<file path="src/design/pmc_cfg.svh">
/*
 * Offsets, field positions and reset values of the PHY control
 * register. Assumes inclusion from the design module.
 */
//
// Behaviour
// - control register decoded at absolute address zero
// - reset defaults give normal operation without setup
// - sixteen-bit register resets to 0x3100
// - isolate bit 10 disconnects transmit and receive
// - bit 9 restarts negotiation, then self-clears
// - bit 7 selects collision test mode
// - bit 7 set on transmit start, cleared at halt
// - advertisement change waits for negotiation restart
`ifndef PMC_CFG_SVH
`define PMC_CFG_SVH

`define PMC_ADDR_CONTROL 5'h00
`define PMC_ADDR_ADVERT 5'h04
`define PMC_RESET_VALUE 16'h3100
`define PMC_ADVERT_RESET 16'h01e1
`define PMC_BIT_SWRESET 15
`define PMC_BIT_LOOPBACK 14
`define PMC_BIT_RATE 13
`define PMC_BIT_ANEG_EN 12
`define PMC_BIT_LOWPWR 11
`define PMC_BIT_ISOLATE 10
`define PMC_BIT_RESTART 9
`define PMC_BIT_DUPLEX 8
`define PMC_BIT_COLCHK 7

`endif

</file>
<file path="src/design/pmc_pkg.sv">
/*
 * Types shared by the PHY control register block.
 * Assumes pmc_cfg.svh is on the include path.
 */
package pmc_pkg;

    // management register access from the MAC side
    typedef struct packed {
        logic wr;
        logic rd;
        logic [4:0] addr;
        logic [15:0] wdata;
    } pmc_req_s;

    // decoded mode controls handed to the PHY core
    typedef struct packed {
        logic sw_reset;
        logic loop_back_mode;
        logic rate_select;
        logic autoneg_enable;
        logic low_power_mode;
        logic isolate;
        logic autoneg_restart;
        logic full_duplex;
        logic collision_check_mode;
    } pmc_ctl_s;

    typedef struct packed {
        logic [15:0] phy_control;
        logic [15:0] autoneg_advert;
        logic [15:0] advert_live;
        logic [15:0] rdata;
        logic tx_active;
    } pmc_state_s;

endpackage

</file>
<file path="src/design/pmc_control.sv">
/*
 * PHY management control register at address zero plus the held
 * advertisement register, with isolate and loop-back data steering.
 * Assumes the MAC management port is synchronous to clk_in and that
 * transmit start and halt are one-cycle pulses from the PHY core.
 */
`timescale 1ns/1ps
`include "pmc_cfg.svh"

module pmc_control
    import pmc_pkg::*;
(
    input wire logic clk_in, // 100 MHz system clock
    input wire logic nrst_in, // synchronous reset, active low
    input wire pmc_req_s req_in, // management read or write
    output logic [15:0] rdata_out, // read data, one cycle after rd
    output pmc_ctl_s ctl_out, // decoded control bits
    output logic [15:0] advert_out, // advertisement used by negotiation
    input wire logic tx_start_in, // transmission initiated pulse
    input wire logic tx_halt_in, // transmission halted pulse
    input wire logic [3:0] mac_txd_in, // transmit nibble from MAC
    input wire logic mac_txen_in, // transmit enable from MAC
    input wire logic [3:0] line_rxd_in, // receive nibble from line
    input wire logic line_rxdv_in, // receive valid from line
    output logic [3:0] line_txd_out, // transmit nibble to line
    output logic line_txen_out, // transmit enable to line
    output logic [3:0] mac_rxd_out, // receive nibble to MAC
    output logic mac_rxdv_out // receive valid to MAC
);

    pmc_state_s st_r;
    pmc_state_s st_nxt;
    logic wr_ctl;
    logic wr_adv;
    logic [15:0] ctl_v;

    ////////////////////////////////////////////////////////////////////
    assign wr_ctl = req_in.wr && req_in.addr == `PMC_ADDR_CONTROL;
    assign wr_adv = req_in.wr && req_in.addr == `PMC_ADDR_ADVERT;

    always_comb begin
        st_nxt = st_r;
        ctl_v = st_r.phy_control;
        // restart is one cycle wide: it has started once seen
        ctl_v[`PMC_BIT_RESTART] = 1'b0;
        if (wr_ctl) begin
            ctl_v = req_in.wdata;
        end
        if (tx_start_in && !tx_halt_in) begin
            st_nxt.tx_active = 1'b1;
        end else if (tx_halt_in) begin
            st_nxt.tx_active = 1'b0;
        end
        // hardware tracking wins over a same-cycle software write
        if (tx_start_in && !tx_halt_in) begin
            ctl_v[`PMC_BIT_COLCHK] = 1'b1;
        end else if (tx_halt_in) begin
            ctl_v[`PMC_BIT_COLCHK] = 1'b0;
        end
        st_nxt.phy_control = ctl_v;
        if (wr_adv) begin
            st_nxt.autoneg_advert = req_in.wdata;
        end
        // held advert only goes live on restart
        if (st_r.phy_control[`PMC_BIT_RESTART]) begin
            st_nxt.advert_live = st_r.autoneg_advert;
        end
        unique case (req_in.addr)
            `PMC_ADDR_CONTROL: st_nxt.rdata = st_r.phy_control;
            `PMC_ADDR_ADVERT: st_nxt.rdata = st_r.autoneg_advert;
            default: st_nxt.rdata = 16'h0000;
        endcase
        if (!req_in.rd) begin
            st_nxt.rdata = st_r.rdata;
        end
        // software reset: whole state back to defaults, bit self-clears
        if (st_r.phy_control[`PMC_BIT_SWRESET]) begin
            st_nxt.phy_control = `PMC_RESET_VALUE;
            st_nxt.autoneg_advert = `PMC_ADVERT_RESET;
            st_nxt.advert_live = `PMC_ADVERT_RESET;
            st_nxt.rdata = 16'h0000;
            st_nxt.tx_active = 1'b0;
        end
    end

    always_ff @(posedge clk_in) begin
        if (!nrst_in) begin
            st_r.phy_control <= `PMC_RESET_VALUE;
            st_r.autoneg_advert <= `PMC_ADVERT_RESET;
            st_r.advert_live <= `PMC_ADVERT_RESET;
            st_r.rdata <= 16'h0000;
            st_r.tx_active <= 1'b0;
        end else begin
            st_r <= st_nxt;
        end
    end

    ////////////////////////////////////////////////////////////////////
    assign rdata_out = st_r.rdata;
    assign advert_out = st_r.advert_live;
    assign ctl_out.sw_reset = st_r.phy_control[`PMC_BIT_SWRESET];
    assign ctl_out.loop_back_mode = st_r.phy_control[`PMC_BIT_LOOPBACK];
    assign ctl_out.rate_select = st_r.phy_control[`PMC_BIT_RATE];
    assign ctl_out.autoneg_enable = st_r.phy_control[`PMC_BIT_ANEG_EN];
    assign ctl_out.low_power_mode = st_r.phy_control[`PMC_BIT_LOWPWR];
    assign ctl_out.isolate = st_r.phy_control[`PMC_BIT_ISOLATE];
    assign ctl_out.autoneg_restart = st_r.phy_control[`PMC_BIT_RESTART];
    assign ctl_out.full_duplex = st_r.phy_control[`PMC_BIT_DUPLEX];
    assign ctl_out.collision_check_mode =
        st_r.phy_control[`PMC_BIT_COLCHK];

    // isolate beats loop-back: both paths silent
    always_comb begin
        line_txd_out = 4'h0;
        line_txen_out = 1'b0;
        mac_rxd_out = 4'h0;
        mac_rxdv_out = 1'b0;
        if (!ctl_out.isolate) begin
            if (ctl_out.loop_back_mode) begin
                mac_rxd_out = mac_txd_in;
                mac_rxdv_out = mac_txen_in;
            end else begin
                line_txd_out = mac_txd_in;
                line_txen_out = mac_txen_in;
                mac_rxd_out = line_rxd_in;
                mac_rxdv_out = line_rxdv_in;
            end
        end
    end

    ////////////////////////////////////////////////////////////////////
    chk_reset_value: assert property (@(posedge clk_in)
        !nrst_in |=> st_r.phy_control == `PMC_RESET_VALUE)
        else $error("control not at reset value");

    chk_restart_clears: assert property (@(posedge clk_in)
        disable iff (!nrst_in)
        ctl_out.autoneg_restart && !wr_ctl |=> !ctl_out.autoneg_restart)
        else $error("restart bit did not clear");

    chk_swreset_clears: assert property (@(posedge clk_in)
        disable iff (!nrst_in)
        ctl_out.sw_reset |=> st_r.phy_control == `PMC_RESET_VALUE)
        else $error("software reset did not restore defaults");

    chk_isolate_paths: assert property (@(posedge clk_in)
        disable iff (!nrst_in)
        ctl_out.isolate |-> !line_txen_out && !mac_rxdv_out)
        else $error("isolate left a data path open");

    chk_loop_back: assert property (@(posedge clk_in)
        disable iff (!nrst_in)
        ctl_out.loop_back_mode && !ctl_out.isolate
            |-> mac_rxdv_out == mac_txen_in && !line_txen_out)
        else $error("loop-back path wrong");

    chk_colchk_set: assert property (@(posedge clk_in)
        disable iff (!nrst_in)
        tx_start_in && !tx_halt_in && !ctl_out.sw_reset
            |=> ctl_out.collision_check_mode)
        else $error("collision check not set on transmit");

    chk_colchk_clear: assert property (@(posedge clk_in)
        disable iff (!nrst_in)
        tx_halt_in |=> !ctl_out.collision_check_mode)
        else $error("collision check not cleared on halt");

    chk_advert_held: assert property (@(posedge clk_in)
        disable iff (!nrst_in)
        !ctl_out.autoneg_restart && !ctl_out.sw_reset
            |=> $stable(advert_out))
        else $error("advert changed without restart");

    chk_ctl_decode: assert property (@(posedge clk_in)
        disable iff (!nrst_in)
        wr_ctl && !ctl_out.sw_reset && !tx_start_in && !tx_halt_in
            |=> st_r.phy_control == $past(req_in.wdata))
        else $error("write at address zero not stored");

    chk_advert_write: assert property (@(posedge clk_in)
        disable iff (!nrst_in)
        wr_adv && !ctl_out.sw_reset
            |=> st_r.autoneg_advert == $past(req_in.wdata))
        else $error("advertisement write not held");

    chk_advert_live: assert property (@(posedge clk_in)
        disable iff (!nrst_in)
        ctl_out.autoneg_restart && !ctl_out.sw_reset
            |=> advert_out == $past(st_r.autoneg_advert))
        else $error("held advertisement not applied on restart");

    chk_read_control: assert property (@(posedge clk_in)
        disable iff (!nrst_in)
        req_in.rd && req_in.addr == `PMC_ADDR_CONTROL && !ctl_out.sw_reset
            |=> rdata_out == $past(st_r.phy_control))
        else $error("read at address zero wrong");

    chk_read_unmapped: assert property (@(posedge clk_in)
        disable iff (!nrst_in)
        req_in.rd && req_in.addr != `PMC_ADDR_CONTROL
            && req_in.addr != `PMC_ADDR_ADVERT && !ctl_out.sw_reset
            |=> rdata_out == 16'h0000)
        else $error("read of undefined address not zero");

    chk_read_held: assert property (@(posedge clk_in)
        disable iff (!nrst_in)
        !req_in.rd && !ctl_out.sw_reset |=> $stable(rdata_out))
        else $error("read data moved without a read");

    chk_normal_paths: assert property (@(posedge clk_in)
        disable iff (!nrst_in)
        !ctl_out.isolate && !ctl_out.loop_back_mode
            |-> line_txd_out == mac_txd_in && line_txen_out == mac_txen_in
            && mac_rxd_out == line_rxd_in && mac_rxdv_out == line_rxdv_in)
        else $error("normal data path not passed through");

    chk_isolate_data: assert property (@(posedge clk_in)
        disable iff (!nrst_in)
        ctl_out.isolate |-> line_txd_out == 4'h0 && mac_rxd_out == 4'h0)
        else $error("isolate left data on a path");

    chk_loop_data: assert property (@(posedge clk_in)
        disable iff (!nrst_in)
        ctl_out.loop_back_mode && !ctl_out.isolate
            |-> mac_rxd_out == mac_txd_in && line_txd_out == 4'h0)
        else $error("loop-back data path wrong");

endmodule

</file>
<file path="config.mk">
export PLATFORM = sky130hd
export DESIGN_NAME = pmc_control
export DESIGN_NICKNAME = d
export VERILOG_FILES = /design/src/design/pmc_pkg.sv /design/src/design/pmc_control.sv
export VERILOG_INCLUDE_DIRS = /design/src /design/src/design
export SDC_FILE = /design/constraint.sdc
export NUM_CORES = 1
export LEC_CHECK = 0
export BUFFER_PORTS_ARGS = -buffer_cell sky130_fd_sc_hd__buf_2
export CORE_MARGIN = 8
export CORE_UTILIZATION = 56
export CTS_BUF_LIST = sky130_fd_sc_hd__clkbuf_4 sky130_fd_sc_hd__clkbuf_8 sky130_fd_sc_hd__clkbuf_16
export CTS_CLUSTER_DIAMETER = 50
export DETAILED_ROUTE_END_ITERATION = 8
export GPL_TIMING_DRIVEN = 0
export PLACE_DENSITY_LB_ADDON = 0.25
export SLEW_MARGIN = 20
export SYNTH_ARGS = -nofsm -noshare
export SYNTH_HDL_FRONTEND = slang
export SYNTH_SLANG_ARGS = --single-unit
export TNS_END_PERCENT = 10
</file>
<file path="constraint.sdc">
create_clock -name clk_in -period 3.1 [get_ports clk_in]
set_input_delay 0.465 -clock clk_in [delete_from_list [all_inputs] [get_ports clk_in]]
set_output_delay 0.465 -clock clk_in [all_outputs]
set_load 0.01 [all_outputs]
</file>
==> impl_metrics.tcl <==
set metrics [dict create \
    fin_skew_ns 0.00554 \
    drt-initial-drc-count 141 \
    max_freq_ghz 0.500 \
    yosys.area_share.simple 0.187 \
    syn_to_final_growth_pct 23.6 \
    first_pass_iters 4 \
    routabilityCongestion 0.858 \
    finalSetupTns_ns 0 \
    clock_path_buffers 2 \
    grt_pass1_vias 2638 \
    hold_buffers 0 \
    cts_tree "done" \
    crit_path_end_kind "output pin" \
    critPathLaunchType "register" \
    viasPerCell 5.35 \
    hold_start "tx_halt_in" \
    async_reset_ff_frac 0 \
    cts_made_buffers 9 \
    core_um2 5370 \
    vias 2779 \
    cp.arrival_ns 1.54 \
    avgSynthCellArea_um2 8.83 \
    placed_area_um2 3560 \
    post-place-cells 503 \
    worst_ep_required_time_ns 2.63 \
    syn_inst 344 \
    synth-seq-area-share 0.422 \
    postCtsSetupBuffers 0 \
    ys_ff_latch 64 \
    grt_remaining_overflow 0 \
    muxShareOfSynthArea 0.125 \
    drc 0 \
    slew_viol_final 0 \
    clk_pin_slew_ns 0.07 \
    fin_crit_ns 2.00 \
    initial_core_util 0.566 \
    holdPathEnd "ctl_out[0]$_SDFFE_PP0P_" \
    drive_above_1_share 0.391 \
    finalPower_mw 1.65 \
    yosysTopAreaCell "dfxtp_1" \
    hold_violations 0 \
    clkLatencyLatePin_ns 0.34 \
    synthTopCellsByArea "dfxtp_1 (42%), buf_4 (10%), nand3_1 (8.4%), mux2i_1 (6.9%), a21oi_1 (6.1%)" \
    r2r-start "ctl_out[8]$_SDFFE_PP0P_" \
    drt.antenna.violating_nets 0 \
    cts-resized-gates 0 \
    grt_pass1_wl_um 12500 \
    synth_edf_count 0 \
    stdcell_area_um2 3760 \
    grt_start_max_net_pins 11 \
    port_buffers 87 \
    synthMostInstantiatedCell "dfxtp_1" \
    synthAdderAreaFrac 0 \
    status "completed" \
    synth_top_family_by_area "simple AND/OR/NAND/NOR gates" \
    r2r-end "advert_out[14]$_SDFFE_PP0P_" \
    htreeDepth 3 \
    syn-cell-area_um2 3040 \
    fillers 450 \
    die_area_um2 8040 \
    nets 479 \
    grt_antenna_before_repair 0 \
    rows 27 \
    worstMarginPinSlew_ns 0.730 \
    track_usage 0.204 \
    r2r_slack_ns 1.46 \
    synth_xor_area_frac 0 \
    power_density_nw_per_um2 439 \
    hold_class "in2reg" \
    synth_commonest_cells "dfxtp_1 (64), nand3_1 (51), buf_4 (42)" \
    cts.sinks 64 \
    die-height_um 89.7 \
    reg2regPathDepth 4 \
    crit_type "reg2out" \
    finalCritPeriodShare 0.645 \
    yosysWarnings 0 \
    antenna_cells 0 \
    worst-path-max-fanout 8 \
    leakage_nw 1.58 \
    ios 88 \
    hold_depth 2 \
    setup_viol 0 \
    rsz0062_at_grt "no" \
    maxCapViolations 0 \
    wl_per_cell_um 15.5 \
    synth_compound_area_frac 0.115 \
    ir_drop_uv 270 \
    synth_ff_type "dfxtp_1" \
    synth_fp_nets 381 \
    synth_top_area_share 0.422 \
    final_cells 519 \
    die_width_um 89.7 \
    routed_wl_um 8050 \
    hpwl_um 5960 \
    yosysUniqueCellTypes 24 \
    slew_headroom 0.510 \
    clockRootBuffer "clkbuf_8" \
]
[placed cells by master, fill, tap and decap left out]
cell type | netlist | final
clkinv_2 | 0 | 1
dfxtp_1 | 64 | 64
clkbuf_1 | 13 | 13
buf_4 | 42 | 42
o21ai_0 | 30 | 30
nand3_2 | 1 | 1
clkbuf_2 | 2 | 2
nand2_1 | 6 | 6
clkbuf_8 | 0 | 12
clkbuf_4 | 0 | 2
or4_4 | 1 | 1
nor2_1 | 18 | 18
nor2b_1 | 2 | 2
clkinvlp_4 | 0 | 1
nor4_4 | 1 | 1
mux2i_1 | 21 | 21
and2_1 | 6 | 6
and3_1 | 2 | 2
nand2b_1 | 18 | 18
buf_1 | 1 | 1
a21oi_1 | 37 | 37
nand3_1 | 51 | 51
mux2_2 | 15 | 15
a211oi_1 | 1 | 1
nand4_1 | 1 | 1
buf_6 | 5 | 5
buf_2 | 5 | 92
a31oi_1 | 1 | 1
[where the power goes]
part | leakage [nW] | switching [mW] | internal (mW) | total [mW]
sequential | 0.516 | 0.00339 | 0.827 | 0.830
clock | 0.0995 | 0.306 | 0.373 | 0.678
combinational | 0.961 | 0.0823 | 0.0561 | 0.138
total | 1.58 | 0.391 | 1.26 | 1.65
[cells by family after synthesis]
| family | Yosys count |
|---|---|
| flops | 64 |
| mux | 36 |
| simple gates | 107 |
| compound gates | 69 |
| buf+inv | 68 |
[worst max-delay path: stages (launching register included)]
cell and delay, ns:
dfxtp_1 0.33, clkbuf_1 0.38, nor2_1 0.17, and2_1 0.19, buf_2 0.13
[how the worst max path moves through the flow]
stage,start,to,slack (ns),cells past startpoint
2_1_floorplan,req_in[17],ctl_out[1]$_SDFFE_PP1P_,1.57,4
3_3_place_gp,req_in[18],ctl_out[3]$_SDFFE_PP0P_,1.19,6
3_5_place_dp,req_in[18],ctl_out[3]$_SDFFE_PP0P_,1.21,6
4_1_cts,ctl_out[7]$_SDFFE_PP0P_,line_txd_out[1],1.08,4
5_1_grt,ctl_out[7]$_SDFFE_PP0P_,line_txd_out[3],0.96,4
6_report,ctl_out[7]$_SDFFE_PP0P_,line_txd_out[1],1.10,4
[registers in the layout, summed over array words and instances, names as in the netlist]
signal and flops:
advert_out 16, ctl_out 9, rdata_out 16, st_r 23
[through the flow]
stage,hold slack [ns],setup slack (ns),util
final,0.293,1.10,0.699
after floorplan,0.443,1.57,-
after global placement,0.458,1.19,0.663
after global routing,0.285,0.962,0.699
after detailed placement,0.461,1.21,0.663
after CTS,0.285,1.08,0.699
[area by class of cell]
class / count / area (µm²) / area share
clock inverter: 2 / 12.5 / 0.00333
sequential: 64 / 1280 / 0.341
clock buffer: 14 / 180 / 0.0480
multi-input combinational: 212 / 1300 / 0.345
timing repair buffer: 87 / 435 / 0.116
tap: 72 / 90.1 / 0.0240
buffer: 68 / 459 / 0.122
[per-layer routing]
| metal | up-vias | global-route usage | wire (µm) | part of all wire |
|---|---|---|---|---|
| met2 | 126 | 0.329 | 3640 | 0.45 |
| met5 | - | 0 | 0 | 0 |
| met4 | 0 | 0.101 | 177 | 0.022 |
| met3 | 14 | 0.0510 | 802 | 0.10 |
| met1 | 1296 | 0.246 | 3430 | 0.43 |
| li1 | 1343 | - | - | - |
No activity file was read; power rests on OpenSTA's default activity.
